===== config.mk =====
export PLATFORM = sky130hd
export DESIGN_NAME = wave_ctrl
export DESIGN_NICKNAME = d
export VERILOG_FILES = /design/src/verilog/wave_ctrl_pkg.sv /design/src/verilog/wave_ctrl.sv
export SDC_FILE = /design/constraint.sdc
export NUM_CORES = 1
export LEC_CHECK = 0
export ABC_AREA = 1
export ABC_CLOCK_PERIOD_IN_PS = 2500
export BUFFER_PORTS_ARGS = -buffer_cell sky130_fd_sc_hd__buf_2
export CORE_MARGIN = 2
export CORE_UTILIZATION = 50
export DETAILED_ROUTE_END_ITERATION = 6
export MAX_ROUTING_LAYER = met4
export PLACE_DENSITY = 0.73
export SLEW_MARGIN = 20
export SYNTH_ARGS = -nofsm -noshare
export SYNTH_HDL_FRONTEND = slang
export SYNTH_SLANG_ARGS = --single-unit

===== constraint.sdc =====
create_clock -name core_clk -period 2.5 [get_ports core_clk]
set_clock_uncertainty 0.15 [all_clocks]
set_input_delay 0.125 -clock core_clk [delete_from_list [all_inputs] [get_ports core_clk]]
set_output_delay 0.125 -clock core_clk [all_outputs]
set_load 0.005 [all_outputs]

===== src/verilog/wave_ctrl_pkg.sv =====
// Package of constants, types and encodings for the 16-bit timer waveform controller.
//
// Behaviour
// - Control A: modes 7:6, 5:4, force 3:2.
// - Nonzero output mode overrides port pin; here 01 in PWM modes leaves the pin, except A in modes 9 and 15.
// - Non-PWM: disconnect, toggle, clear, set on match.
// - Fast PWM: 10 clear/set-at-top, 11 inverse.
// - Fast PWM 01 toggles A only mode 15.
// - Fast PWM compare equal TOP ignored.
// - Phase PWM 01 toggles A mode 9 only.
// - Phase PWM 10 clear up, set down.
// - Force strobes act only in non-PWM modes.
// - Force applies immediate match per output mode.
// - Force sets no flag, clears no counter.
// - Force bits always read zero.
// - Mode is four bits; mode 13 reserved.
// - Modes 0,4,12 immediate update, flag at MAX.
// - Modes 1-3 fixed TOP, update TOP, flag BOTTOM.
// - Fast modes update TOP, flag at TOP.
// - Modes 8,9 update and flag at BOTTOM.
// - Modes 10,11 update TOP, flag BOTTOM.
// - Dual-slope counts up to TOP, down.
`default_nettype none
package wave_ctrl_pkg;

	// ----------------------------------------------------------------
	// Register map
	// ----------------------------------------------------------------
	localparam logic [2:0] ADDR_CTRL_A   = 3'h0;
	localparam logic [2:0] ADDR_CTRL_B   = 3'h1;
	localparam logic [2:0] ADDR_CMP_A    = 3'h2;
	localparam logic [2:0] ADDR_CMP_B    = 3'h3;
	localparam logic [2:0] ADDR_CAPTURE  = 3'h4;
	localparam logic [2:0] ADDR_COUNT    = 3'h5;
	localparam logic [2:0] ADDR_STATUS   = 3'h6;

	// ----------------------------------------------------------------
	// Field positions and reset values
	// ----------------------------------------------------------------
	localparam int CTRL_A_OUT_A_LSB = 6;
	localparam int CTRL_A_OUT_B_LSB = 4;
	localparam int CTRL_A_FORCE_A   = 3;
	localparam int CTRL_A_FORCE_B   = 2;
	localparam int CTRL_B_WGM_LSB   = 3;
	localparam int CTRL_B_RUN       = 0;
	localparam logic [7:0]  CTRL_RESET  = 8'h00;
	localparam logic [15:0] WORD_RESET  = 16'h0000;

	// ----------------------------------------------------------------
	// Counter limits
	// ----------------------------------------------------------------
	localparam logic [15:0] TOP_MAX    = 16'hFFFF;
	localparam logic [15:0] TOP_8BIT   = 16'h00FF;
	localparam logic [15:0] TOP_9BIT   = 16'h01FF;
	localparam logic [15:0] TOP_10BIT  = 16'h03FF;
	localparam logic [15:0] BOTTOM     = 16'h0000;

	// ----------------------------------------------------------------
	// Waveform mode numbers
	// ----------------------------------------------------------------
	localparam logic [3:0] WGM_NORMAL   = 4'h0;
	localparam logic [3:0] WGM_PC8      = 4'h1;
	localparam logic [3:0] WGM_PC9      = 4'h2;
	localparam logic [3:0] WGM_PC10     = 4'h3;
	localparam logic [3:0] WGM_CTC_CMP  = 4'h4;
	localparam logic [3:0] WGM_FAST8    = 4'h5;
	localparam logic [3:0] WGM_FAST9    = 4'h6;
	localparam logic [3:0] WGM_FAST10   = 4'h7;
	localparam logic [3:0] WGM_PFC_CAP  = 4'h8;
	localparam logic [3:0] WGM_PFC_CMP  = 4'h9;
	localparam logic [3:0] WGM_PC_CAP   = 4'hA;
	localparam logic [3:0] WGM_PC_CMP   = 4'hB;
	localparam logic [3:0] WGM_CTC_CAP  = 4'hC;
	localparam logic [3:0] WGM_RESERVED = 4'hD;
	localparam logic [3:0] WGM_FAST_CAP = 4'hE;
	localparam logic [3:0] WGM_FAST_CMP = 4'hF;

	// Output mode field codes.
	localparam logic [1:0] OM_OFF    = 2'h0;
	localparam logic [1:0] OM_TOGGLE = 2'h1;
	localparam logic [1:0] OM_CLEAR  = 2'h2;
	localparam logic [1:0] OM_SET    = 2'h3;

	// Counting family decoded from the mode number.
	typedef enum logic [3:0] {
		FAM_SINGLE = 4'b0001,
		FAM_FAST   = 4'b0010,
		FAM_PHASE  = 4'b0100,
		FAM_PFC    = 4'b1000
	} family_t;

	// Register bus request carried as one bundle.
	typedef struct packed {
		logic [2:0]  addr;
		logic [15:0] wdata;
		logic        wr;
		logic        rd;
	} bus_req_t;

endpackage : wave_ctrl_pkg
`default_nettype wire


===== src/verilog/wave_ctrl.sv =====
// Waveform mode and compare output control for a 16-bit timer/counter.
`timescale 1ns/100ps
`default_nettype none
module wave_ctrl
	import wave_ctrl_pkg::*;
(
	input  wire logic        core_clk,
	input  wire logic        arst_n,
	input  wire logic        clk_en,
	input  wire bus_req_t    bus_req,
	output var  logic [15:0] rdata,
	output var  logic        wave_out_a,
	output var  logic        wave_out_b,
	output var  logic        override_a,
	output var  logic        override_b,
	output var  logic        overflow_flag,
	output var  logic        count_up
);

	// ----------------------------------------------------------------
	// Registers
	// ----------------------------------------------------------------
	logic [7:0]  ctrl_a_reg;
	logic [7:0]  ctrl_b_reg;
	logic [15:0] cmp_a_buf_reg;
	logic [15:0] cmp_b_buf_reg;
	logic [15:0] cmp_a_reg;
	logic [15:0] cmp_b_reg;
	logic [15:0] capture_reg;
	logic [15:0] count_reg;
	logic        up_reg;
	logic        wave_a_reg;
	logic        wave_b_reg;
	logic        flag_reg;
	logic [15:0] rdata_reg;

	// ----------------------------------------------------------------
	// Decoding functions
	// ----------------------------------------------------------------

	// Maps a mode number to its counting family.
	function automatic family_t family_of(input logic [3:0] m);
		family_t f;
		f = FAM_SINGLE;
		case (m)
			WGM_FAST8, WGM_FAST9, WGM_FAST10, WGM_FAST_CAP, WGM_FAST_CMP: f = FAM_FAST;
			WGM_PC8, WGM_PC9, WGM_PC10, WGM_PC_CAP, WGM_PC_CMP:          f = FAM_PHASE;
			WGM_PFC_CAP, WGM_PFC_CMP:                                    f = FAM_PFC;
			default:                                                     f = FAM_SINGLE;
		endcase
		return f;
	endfunction : family_of

	// Applies one compare event to an output; om selects toggle, clear, set or no change.
	function automatic logic apply_out(input logic cur, input logic [1:0] om);
		logic v;
		v = cur;
		case (om)
			OM_TOGGLE: v = ~cur;
			OM_CLEAR:  v = 1'b0;
			OM_SET:    v = 1'b1;
			default:   v = cur;
		endcase
		return v;
	endfunction : apply_out

	// ----------------------------------------------------------------
	// Mode decode
	// ----------------------------------------------------------------
	wire logic [1:0] om_a     = ctrl_a_reg[CTRL_A_OUT_A_LSB +: 2];
	wire logic [1:0] om_b     = ctrl_a_reg[CTRL_A_OUT_B_LSB +: 2];
	wire logic [3:0] wgm      = {ctrl_b_reg[CTRL_B_WGM_LSB +: 2], ctrl_a_reg[1:0]};
	wire logic       running  = ctrl_b_reg[CTRL_B_RUN];
	wire family_t    fam      = family_of(wgm);
	wire logic       is_fast  = (fam == FAM_FAST);
	wire logic       is_dual  = (fam == FAM_PHASE) || (fam == FAM_PFC);
	wire logic       non_pwm  = (fam == FAM_SINGLE);
	wire logic       reserved = (wgm == WGM_RESERVED);

	// TOP source per mode.
	logic [15:0] top_val;
	always_comb begin
		case (wgm)
			WGM_PC8, WGM_FAST8:                                 top_val = TOP_8BIT;
			WGM_PC9, WGM_FAST9:                                 top_val = TOP_9BIT;
			WGM_PC10, WGM_FAST10:                               top_val = TOP_10BIT;
			WGM_CTC_CMP, WGM_PFC_CMP, WGM_PC_CMP, WGM_FAST_CMP: top_val = cmp_a_reg;
			WGM_CTC_CAP, WGM_PFC_CAP, WGM_PC_CAP, WGM_FAST_CAP: top_val = capture_reg;
			default:                                            top_val = TOP_MAX;
		endcase
	end

	// Toggle mode 01 in PWM families works on channel A only in listed modes.
	wire logic tog_ok_a = non_pwm
		|| (is_fast && (wgm == WGM_FAST_CMP))
		|| (is_dual && ((wgm == WGM_PFC_CMP) || (wgm == WGM_FAST_CAP)));
	wire logic conn_a = (om_a != OM_OFF) && ((om_a != OM_TOGGLE) || tog_ok_a);
	wire logic conn_b = (om_b != OM_OFF) && ((om_b != OM_TOGGLE) || non_pwm);

	// ----------------------------------------------------------------
	// Counter events
	// ----------------------------------------------------------------
	wire logic at_top    = (count_reg == top_val);
	wire logic at_bottom = (count_reg == BOTTOM);
	wire logic tick      = clk_en && running && !reserved;
	wire logic match_a   = tick && (count_reg == cmp_a_reg);
	wire logic match_b   = tick && (count_reg == cmp_b_reg);

	// Next count: single slope wraps at TOP, dual slope turns at TOP and BOTTOM.
	logic [15:0] count_next;
	logic        up_next;
	always_comb begin
		count_next = count_reg;
		up_next    = up_reg;
		if (is_dual) begin
			if (up_reg && at_top) begin
				up_next    = 1'b0;
				count_next = count_reg - 16'h0001;
			end else if (!up_reg && at_bottom) begin
				up_next    = 1'b1;
				count_next = count_reg + 16'h0001;
			end else begin
				count_next = up_reg ? count_reg + 16'h0001 : count_reg - 16'h0001;
			end
		end else begin
			up_next    = 1'b1;
			count_next = (at_top && (wgm != WGM_NORMAL)) ? BOTTOM : count_reg + 16'h0001;
		end
	end

	// Compare buffer load point and overflow point per family.
	wire logic load_cmp = non_pwm
		|| ((fam == FAM_PFC) && at_bottom)
		|| (((fam == FAM_PHASE) || is_fast) && at_top);
	wire logic ovf_evt = tick && (
		(non_pwm && (count_reg == TOP_MAX))
		|| (is_fast && at_top)
		|| (is_dual && at_bottom && !up_reg));

	// ----------------------------------------------------------------
	// Waveform output next values
	// ----------------------------------------------------------------
	wire logic       ctrl_a_wr = bus_req.wr && (bus_req.addr == ADDR_CTRL_A);
	// A forced match acts with the mode and output fields carried by the same write.
	wire logic [3:0] wgm_wr    = {ctrl_b_reg[CTRL_B_WGM_LSB +: 2], bus_req.wdata[1:0]};
	wire logic       wr_single = (family_of(wgm_wr) == FAM_SINGLE);
	wire logic [1:0] frc_om_a  = bus_req.wdata[CTRL_A_OUT_A_LSB +: 2];
	wire logic [1:0] frc_om_b  = bus_req.wdata[CTRL_A_OUT_B_LSB +: 2];
	wire logic       force_a   = ctrl_a_wr && bus_req.wdata[CTRL_A_FORCE_A] && wr_single;
	wire logic       force_b   = ctrl_a_wr && bus_req.wdata[CTRL_A_FORCE_B] && wr_single;
	wire logic       top_evt   = tick && at_top;

	// Event decode for one channel; every input is an argument so the net follows all of them.
	function automatic logic chan_next(input logic cur, input logic [1:0] om, input logic m, input logic frc,
		input logic [1:0] frc_om, input logic cmp_is_top, input logic tog_ok, input logic single,
		input logic fast, input logic top_ev, input logic up);
		logic v;
		v = cur;
		if (frc) begin
			v = apply_out(cur, frc_om);
		end else if (single) begin
			if (m)
				v = apply_out(cur, om);
		end else if (om == OM_TOGGLE) begin
			if (m && tog_ok)
				v = ~cur;
		end else if (fast) begin
			if (m && !cmp_is_top)
				v = (om == OM_SET);
			if (top_ev)
				v = (om == OM_CLEAR);
		end else if (m) begin
			v = (om == OM_CLEAR) ? !up : up;
		end
		return v;
	endfunction : chan_next

	wire logic wave_a_next = chan_next(wave_a_reg, om_a, match_a, force_a, frc_om_a, cmp_a_reg == top_val, tog_ok_a,
		non_pwm, is_fast, top_evt, up_reg);
	wire logic wave_b_next = chan_next(wave_b_reg, om_b, match_b, force_b, frc_om_b, cmp_b_reg == top_val, 1'b0,
		non_pwm, is_fast, top_evt, up_reg);

	// ----------------------------------------------------------------
	// Register bus decode
	// ----------------------------------------------------------------
	logic [15:0] rd_mux;
	always_comb begin
		case (bus_req.addr)
			ADDR_CTRL_A:  rd_mux = {8'h00, ctrl_a_reg[7:4], 2'h0, ctrl_a_reg[1:0]};
			ADDR_CTRL_B:  rd_mux = {8'h00, ctrl_b_reg};
			ADDR_CMP_A:   rd_mux = cmp_a_buf_reg;
			ADDR_CMP_B:   rd_mux = cmp_b_buf_reg;
			ADDR_CAPTURE: rd_mux = capture_reg;
			ADDR_COUNT:   rd_mux = count_reg;
			ADDR_STATUS:  rd_mux = {13'h0000, up_reg, wave_b_reg, wave_a_reg};
			default:      rd_mux = WORD_RESET;
		endcase
	end

	// Control and buffer registers; mode fields act from the next cycle.
	always_ff @(posedge core_clk or negedge arst_n) begin
		if (!arst_n) begin
			ctrl_a_reg    <= CTRL_RESET;
			ctrl_b_reg    <= CTRL_RESET;
			cmp_a_buf_reg <= WORD_RESET;
			cmp_b_buf_reg <= WORD_RESET;
			capture_reg   <= WORD_RESET;
			rdata_reg     <= WORD_RESET;
		end else if (clk_en) begin
			if (ctrl_a_wr)
				ctrl_a_reg <= {bus_req.wdata[7:4], 2'h0, bus_req.wdata[1:0]};
			if (bus_req.wr && (bus_req.addr == ADDR_CTRL_B))
				ctrl_b_reg <= {3'h0, bus_req.wdata[4:3], 2'h0, bus_req.wdata[0]};
			if (bus_req.wr && (bus_req.addr == ADDR_CMP_A))
				cmp_a_buf_reg <= bus_req.wdata;
			if (bus_req.wr && (bus_req.addr == ADDR_CMP_B))
				cmp_b_buf_reg <= bus_req.wdata;
			if (bus_req.wr && (bus_req.addr == ADDR_CAPTURE))
				capture_reg <= bus_req.wdata;
			rdata_reg <= bus_req.rd ? rd_mux : WORD_RESET;
		end
	end

	// Active compare values follow the buffers at the mode's update point.
	always_ff @(posedge core_clk or negedge arst_n) begin
		if (!arst_n) begin
			cmp_a_reg <= WORD_RESET;
			cmp_b_reg <= WORD_RESET;
		end else if (clk_en && (load_cmp && (tick || non_pwm))) begin
			cmp_a_reg <= cmp_a_buf_reg;
			cmp_b_reg <= cmp_b_buf_reg;
		end
	end

	// Counter, direction and overflow flag; a forced match touches neither.
	always_ff @(posedge core_clk or negedge arst_n) begin
		if (!arst_n) begin
			count_reg <= WORD_RESET;
			up_reg    <= 1'b1;
			flag_reg  <= 1'b0;
		end else if (clk_en) begin
			if (bus_req.wr && (bus_req.addr == ADDR_COUNT))
				count_reg <= bus_req.wdata;
			else if (tick) begin
				count_reg <= count_next;
				up_reg    <= up_next;
			end
			if (ovf_evt)
				flag_reg <= 1'b1;
			else if (bus_req.wr && (bus_req.addr == ADDR_STATUS) && bus_req.wdata[0])
				flag_reg <= 1'b0;
		end
	end

	// Waveform output state and pin override drive.
	always_ff @(posedge core_clk or negedge arst_n) begin
		if (!arst_n) begin
			wave_a_reg <= 1'b0;
			wave_b_reg <= 1'b0;
			override_a <= 1'b0;
			override_b <= 1'b0;
		end else if (clk_en) begin
			wave_a_reg <= wave_a_next;
			wave_b_reg <= wave_b_next;
			override_a <= conn_a;
			override_b <= conn_b;
		end
	end

	// ----------------------------------------------------------------
	// Outputs
	// ----------------------------------------------------------------
	assign rdata         = rdata_reg;
	assign wave_out_a    = wave_a_reg;
	assign wave_out_b    = wave_b_reg;
	assign overflow_flag = flag_reg;
	assign count_up      = up_reg;

endmodule : wave_ctrl
`default_nettype wire


After elaboration in Yosys (flattened, before gate mapping)
Memories as Yosys holds them, arrays and structs flattened.
Index checks and enable logic that the tools add are counted.
{"block": "word_totals", "out_inout_bits": 22, "rom_bits": 128, "ff_bits": 127, "inputBits": 24, "n_memories": 2}
{"memory": "(no name shown)", "depth": 16, "width": 4, "read_ports": 1, "rd_ports_with_merged_regs": 0, "write_ports": 0, "line": "wave_ctrl.sv:45", "rtl": "case (m)"}
{"memory": "(no name shown)", "depth": 16, "width": 4, "read_ports": 1, "rd_ports_with_merged_regs": 0, "write_ports": 0, "line": "wave_ctrl.sv:45"}
{"block": "classes", "n_addsub": 2, "bitwise": 3, "mux": 38, "reduce_logical": 76, "n_eq_ne": 57}
{"cell": "$mux 16", "count": 8}
{"cell": "$pmux 16 s7", "count": 1}
{"cell": "$eq 16x16->1", "count": 5}
{"cell": "$pmux 16 s5", "count": 1}
{"cell": "$eq 4x4->1 const B", "count": 9}
{"cell": "$logic_and 1x1->1", "count": 36}
{"cell": "$mux 1", "count": 24}
{"cell": "$eq 4x3->1 const B", "count": 5}
{"cell": "$add 16x1->16 const B", "count": 1}
{"cell": "$eq 16x16->1 const B", "count": 1}
{"cell": "$eq 2x2->1 const B", "count": 8}
{"cell": "$logic_not 16->1", "count": 1}
{"cell": "$sub 16x1->16 const B", "count": 1}
{"cell": "$ne 5x1->1 const B", "count": 3}
{"cell": "$reduce_and 2->1", "count": 7}
{"cell": "$reduce_and 7->1", "count": 2}
{"cell": "$eq 4x1->1 const B", "count": 3}
{"cell": "$eq 4x2->1 const B", "count": 3}
{"cell": "$logic_or 1x1->1", "count": 12}
{"cell": "$pmux 1 s3", "count": 4}
{"cell": "$eq 3x3->1 const B", "count": 3}
{"cell": "$ne 3x1->1 const B", "count": 3}
{"cell": "$eq 2x1->1 const B", "count": 4}
{"cell": "$ne 4x1->1 const B", "count": 2}
{"cell": "15 further kinds", "count": 29}

Depth between registers and ports, before layout
{"block": "depth", "ltp_word": 12, "ltp_mapped": 22}

Least setup slack after synthesis
No wires, ideal clock.
{"block": "synth_path", "path_type": "reg-to-reg", "from": "reg count_reg[1]", "to": "reg cmp_b_reg[10]", "path_slack_ns": -0.194, "n_path_buf": 2, "arrival_time_ns": 2.424, "stages_incl_launch_ff": 14, "synth_period_minus_slack_ns": 2.694, "setup_ns": 0.121, "path_cell_list": "dfrtp_1 > clkbuf_1 > inv_1 > ha_1 > inv_1 > nor2_1 > nand2_1 > nor3_1 > nand4_1 > o41ai_1 > o21ai_4 > buf_6 > nor2_2 > a21oi_2"}
{"block": "synth_via", "elab_chain_cells": 6, "elab_cells_between_ends": 8, "cone_classes": "1 x eq/ne; 7 x reduce/logical"}
{"item": "start, declared", "line": "wave_ctrl.sv:30", "rtl": "logic [15:0] count_reg;"}
{"item": "start signal, assigned", "line": "wave_ctrl.sv:243", "rtl": "count_reg <= bus_req.wdata;"}
{"item": "start signal, assigned", "line": "wave_ctrl.sv:245", "rtl": "count_reg <= count_next;"}
{"item": "$logic_not 16->1", "line": "wave_ctrl.sv:104", "rtl": "wire logic at_bottom = (count_reg == BOTTOM);"}
{"item": "$logic_and 1x1->1", "line": "wave_ctrl.sv:133", "rtl": "|| ((fam == FAM_PFC) && at_bottom)"}
{"item": "$logic_or 1x1->1", "line": "wave_ctrl.sv:133"}
{"item": "$logic_or 1x1->1 *", "line": "wave_ctrl.sv:134", "rtl": "|| (((fam == FAM_PHASE) || is_fast) && at_top);"}
{"item": "$logic_and 1x1->1 * (2 in a row)", "line": "wave_ctrl.sv:229", "rtl": "end else if (clk_en && (load_cmp && (tick || non_pwm))) begin"}
{"item": "end signal, assigned", "line": "wave_ctrl.sv:231", "rtl": "cmp_b_reg <= cmp_b_buf_reg;"}
{"item": "end, declared", "line": "wave_ctrl.sv:28", "rtl": "logic [15:0] cmp_b_reg;"}
Mark *: on every way between the ends. The rest lies on a longest branch, timed or not.
A chain may end at the register's enable or synchronous reset.

Worst setup path in the final report
{"block": "layout_path", "from": "reg ctrl_b_reg[4]", "to": "reg wave_b_reg, in the netlist wave_out_b"}
{"block": "layout_via", "elab_chain_cells": 10, "elab_cells_between_ends": 47, "cone_classes": "25 x eq/ne; 6 x mux; 14 x reduce/logical; 2 x memory"}
{"item": "start, declared", "line": "wave_ctrl.sv:24", "rtl": "logic [7:0] ctrl_b_reg;"}
{"item": "start signal, assigned", "line": "wave_ctrl.sv:213", "rtl": "ctrl_b_reg <= {3'h0, bus_req.wdata[4:3], 2'h0, bus_req.wdata[0]};"}
{"item": "$eq 4x4->1, or another cell as far along", "line": "wave_ctrl.sv:83", "rtl": "case (wgm)"}
{"item": "$reduce_or 4->1 / $reduce_or 2->1 (equally long branches)", "line": "wave_ctrl.sv:83"}
{"item": "$pmux 16 s5", "line": "wave_ctrl.sv:83"}
{"item": "$eq 16x16->1", "line": "wave_ctrl.sv:103", "rtl": "wire logic at_top = (count_reg == top_val);"}
{"item": "$logic_and 1x1->1", "line": "wave_ctrl.sv:151", "rtl": "wire logic top_evt = tick && at_top;"}
{"item": "$mux 1", "line": "wave_ctrl.sv:170", "rtl": "if (top_ev)"}
{"item": "$mux 1", "line": "wave_ctrl.sv:167", "rtl": "end else if (fast) begin"}
{"item": "$mux 1", "line": "wave_ctrl.sv:164", "rtl": "end else if (om == OM_TOGGLE) begin"}
{"item": "$mux 1", "line": "wave_ctrl.sv:161", "rtl": "end else if (single) begin"}
{"item": "$mux 1", "line": "wave_ctrl.sv:159", "rtl": "if (frc) begin"}
{"item": "end signal, assigned", "line": "wave_ctrl.sv:264", "rtl": "wave_b_reg <= wave_b_next;"}
{"item": "end, declared", "line": "wave_ctrl.sv:33", "rtl": "logic wave_b_reg;"}
Several ways; a longest one is shown, not always the timed one. The select of a mux whose other input is x is not followed.

==> metrics.txt <==
outcome complete, but fails checks; failing checks design-rule violations, negative setup slack; via count of the first global-routing pass 9243; CTS Buf Count 17; CTS tree built; via count 9782; post-synthesis xor/xnor area fraction 0.0621; Worst Setup Slack, final -304 ps; post-synthesis compound-gate area fraction 0.160; Synth Register Bits 127; row cnt 49; Setup CP Type flip-flop to flip-flop; Async SR Flop Fraction 1.00; Sequential Power Share 0.264; maximum vdd drop 0.604 mV; Worst Setup EP wave_out_b; # port buffers 45; fin util 0.640; Synth-to-Final Area Change 26.6%; antenna fix cells 0; yosys warns 0; switching part of the total power 0.453; Worst-path clk slew 60 ps; largest buffer count on any clock path 2; RSZ-0062 raised after global routing true; startpoint types flip-flop; CTS root buf clkbuf_16; GP Congestion 1.08; switching power 5.74 mW; Tot Pwr 12.7 mW; cell internal pwr 6.92 mW; Synth Flop Type dfrtp_1; Remaining Overflow, GRT 0; Synth Area in Simple Gates 0.328; max-slew violation count 0; syn nets 1298; Post-synth EDFFs 0; reg2reg start ctrl_b_reg[4]; layout cells sized above 1 0.235; Post-Place Cells 1610; Initial Util 0.505; Total Wirelength 31.0 mm; final hold vios 0; setup_tns -12150 ps; Final HPWL DP 21.9 mm; core footprint 17800 um^2; Final setup viols 53; first-pass GRT wire length 48.9 mm; Die Ht 138 um; CP startpoint ctrl_b_reg[4]; worst skew pair latency 430 ps; mux cell area share after synthesis 0.00334; hold depth 4; Mapped Cells 1272; nature of the critical path endpoint flip-flop; Vias/cell 5.82; clock network power share 0.207; Adder-Cell Fraction of Synth Area 0.00279; min Tclk post-route 2800 ps; die area 19100 um^2; worst-path maximum fanout 8; pre-CTS WS -328 ps; largest family of logic cells by synthesized area simple AND/OR/NAND/NOR gates; Avg Cell Area, Syn 7.06 um^2; Fmax 357 MHz; Critical Path RT 2710 ps; initial drt markers 1288; DR DRC count 9; FILL cells 1488; Syn Std Cell Area 8980 um^2; fin cells 1682; post-route clock period utilization 1.12; r2r setup slk -300 ps; Rel. slew slack 0.540; largest net degree at the start of global routing 128; actual slew at the worst max-slew pin 690 ps; htree depth 4; crit path DAT 3010 ps; TritonCTS Sinks 127; Reg2Reg Depth 19; wire per inst 18.4 um; Worst Hold Class primary input to flip-flop; Die W 138 um; r2r endpoint wave_out_b; initial antenna violation count 0; combinational share of power 0.529; Leakage 5.60 nW; Max Cap Viol 0; Ports 46; Power Dens Cells 1110 nW/um^2; library cells used by synthesis 56; Final #Nets 1466; drt first pass iters 7; sequential area share after synthesis 0.354; gr usage total 0.332; Final ANT Viol Nets 0
## through the flow
stage	hold WS [ps]	cell area, um^2
floorplan	-321	9000
global placement	124	10200
CTS	14.5	11300
detailed placement	122	10200
finish	29.9	11400
global route	58.0	11400
## routing by layer
metal | wire (um) | global-route usage
met2 | 13500 | 0.493
met1 | 12600 | 0.441
met5 | 0 | -
met3 | 3440 | 0.0762
met4 | 1440 | 0.139
## how the worst min path moves through the flow
stage | start | endpoint | slack [ps]
2_1_floorplan | arst_n | capture_reg[0] | -320
3_5_place_dp | arst_n | rdata[13] | 120
6_report | bus_req[3] | cmp_b_buf_reg[1] | 30
4_1_cts | bus_req[3] | cmp_b_buf_reg[1] | 10
5_1_grt | bus_req[18] | overflow_flag | 60
3_3_place_gp | arst_n | cmp_a_buf_reg[14] | 120
## power groups by stage
stage | combinational (mW) | sequential [mW] | clock (mW)
floorplan | 4.15 | 3.07 | 0
CTS | 6.41 | 3.30 | 2.62
global placement | 5.98 | 3.29 | 0
global route | 7.32 | 3.40 | 2.71
finish | 6.70 | 3.34 | 2.62
detailed placement | 6.09 | 3.31 | 0
## layout make-up
cell class | instances | area (um^2) | share of cell area
Inverter | 129 | 487 | 0.0428
Timing Repair Buffer | 206 | 1630 | 0.143
Sequential cell | 127 | 3180 | 0.280
Multi-Input combinational cell | 959 | 5180 | 0.456
Tap cell | 229 | 287 | 0.0252
Clock buffer | 19 | 433 | 0.0381
Clock inverter | 13 | 180 | 0.0158
## kinds of logic (layout without fill, tap and decap cells)
family / Yosys count / in the layout
compound gates: 231 / 231
mux: 3 / 3
buf+inv: 187 / 367
simple gates: 660 / 661
xor+xnor: 62 / 62
flops: 127 / 127
fa+ha+maj: 2 / 2
## critical path: stages, from the launching register on
cell and delay [ps]:
dfrtp_1 410, buf_4 170, nand2_4 110, buf_12 120
o21ai_0 130, a21oi_2 270, nand2_1 110, buf_4 140
buf_4 130, nand2_1 50, nand2_1 40, nor2_1 120
nand3_1 120, nor2_2 160, nand2_1 80, nand2_2 90
nand3_1 100, nand2_1 80, nor2_1 40, a21oi_1 120
## cells in the mapped netlist (3+ instances only)
master | number | area [um^2]
a211oi_1 | 4 | 30.0
a21oi_1 | 38 | 190
a21oi_2 | 11 | 96.3
a21oi_4 | 3 | 48.8
a221oi_1 | 10 | 87.6
buf_2 | 3 | 15.0
buf_6 | 11 | 124
clkbuf_1 | 41 | 154
clkinv_1 | 6 | 22.5
dfrtp_1 | 126 | 3150
inv_1 | 119 | 447
inv_2 | 4 | 15.0
mux2i_1 | 3 | 30.0
nand2_1 | 380 | 1430
nand2_2 | 8 | 50.1
nand3_1 | 67 | 335
nand3_2 | 6 | 60.1
nand3_4 | 5 | 87.6
nand3b_1 | 3 | 22.5
nand4_1 | 36 | 225
nor2_1 | 100 | 375
nor2_2 | 10 | 62.6
nor2_4 | 6 | 67.6
nor3_1 | 23 | 115
nor4_1 | 6 | 37.5
o21ai_0 | 97 | 485
o21ai_1 | 12 | 60.1
o21ai_2 | 18 | 158
o22ai_1 | 17 | 106
o31ai_1 | 4 | 30.0
or2_2 | 4 | 25.0
xnor2_1 | 11 | 96.3
xor2_1 | 49 | 429
## repair_timing
| action | in CTS | in global routing |
|---|---|---|
| setup endpoints to repair | 52 | 54 |
| gates resized for setup | 31 | 16 |
| pin swaps | 10 | 3 |
| cloned | 2 | 2 |
| hold buffers | 13 | 0 |
| hold endpoints to repair | 157 | 0 |
| buffers inserted | 20 | 3 |
## cell usage in the layout (no fill, tap or decap), drive strengths merged, types with 10 or more instances in the layout
master       count
xor2            51
clkbuf          20
clkinv          10
nand4           36
nor2           116
a21oi           52
o21ai          128
xnor2           11
buf            192
dfrtp          126
nand3           78
inv            127
a221oi          10
nand2          391
dlygate4sd3     13
o22ai           17
nor3            24
Note: power is estimated with default switching activity, not from simulation.
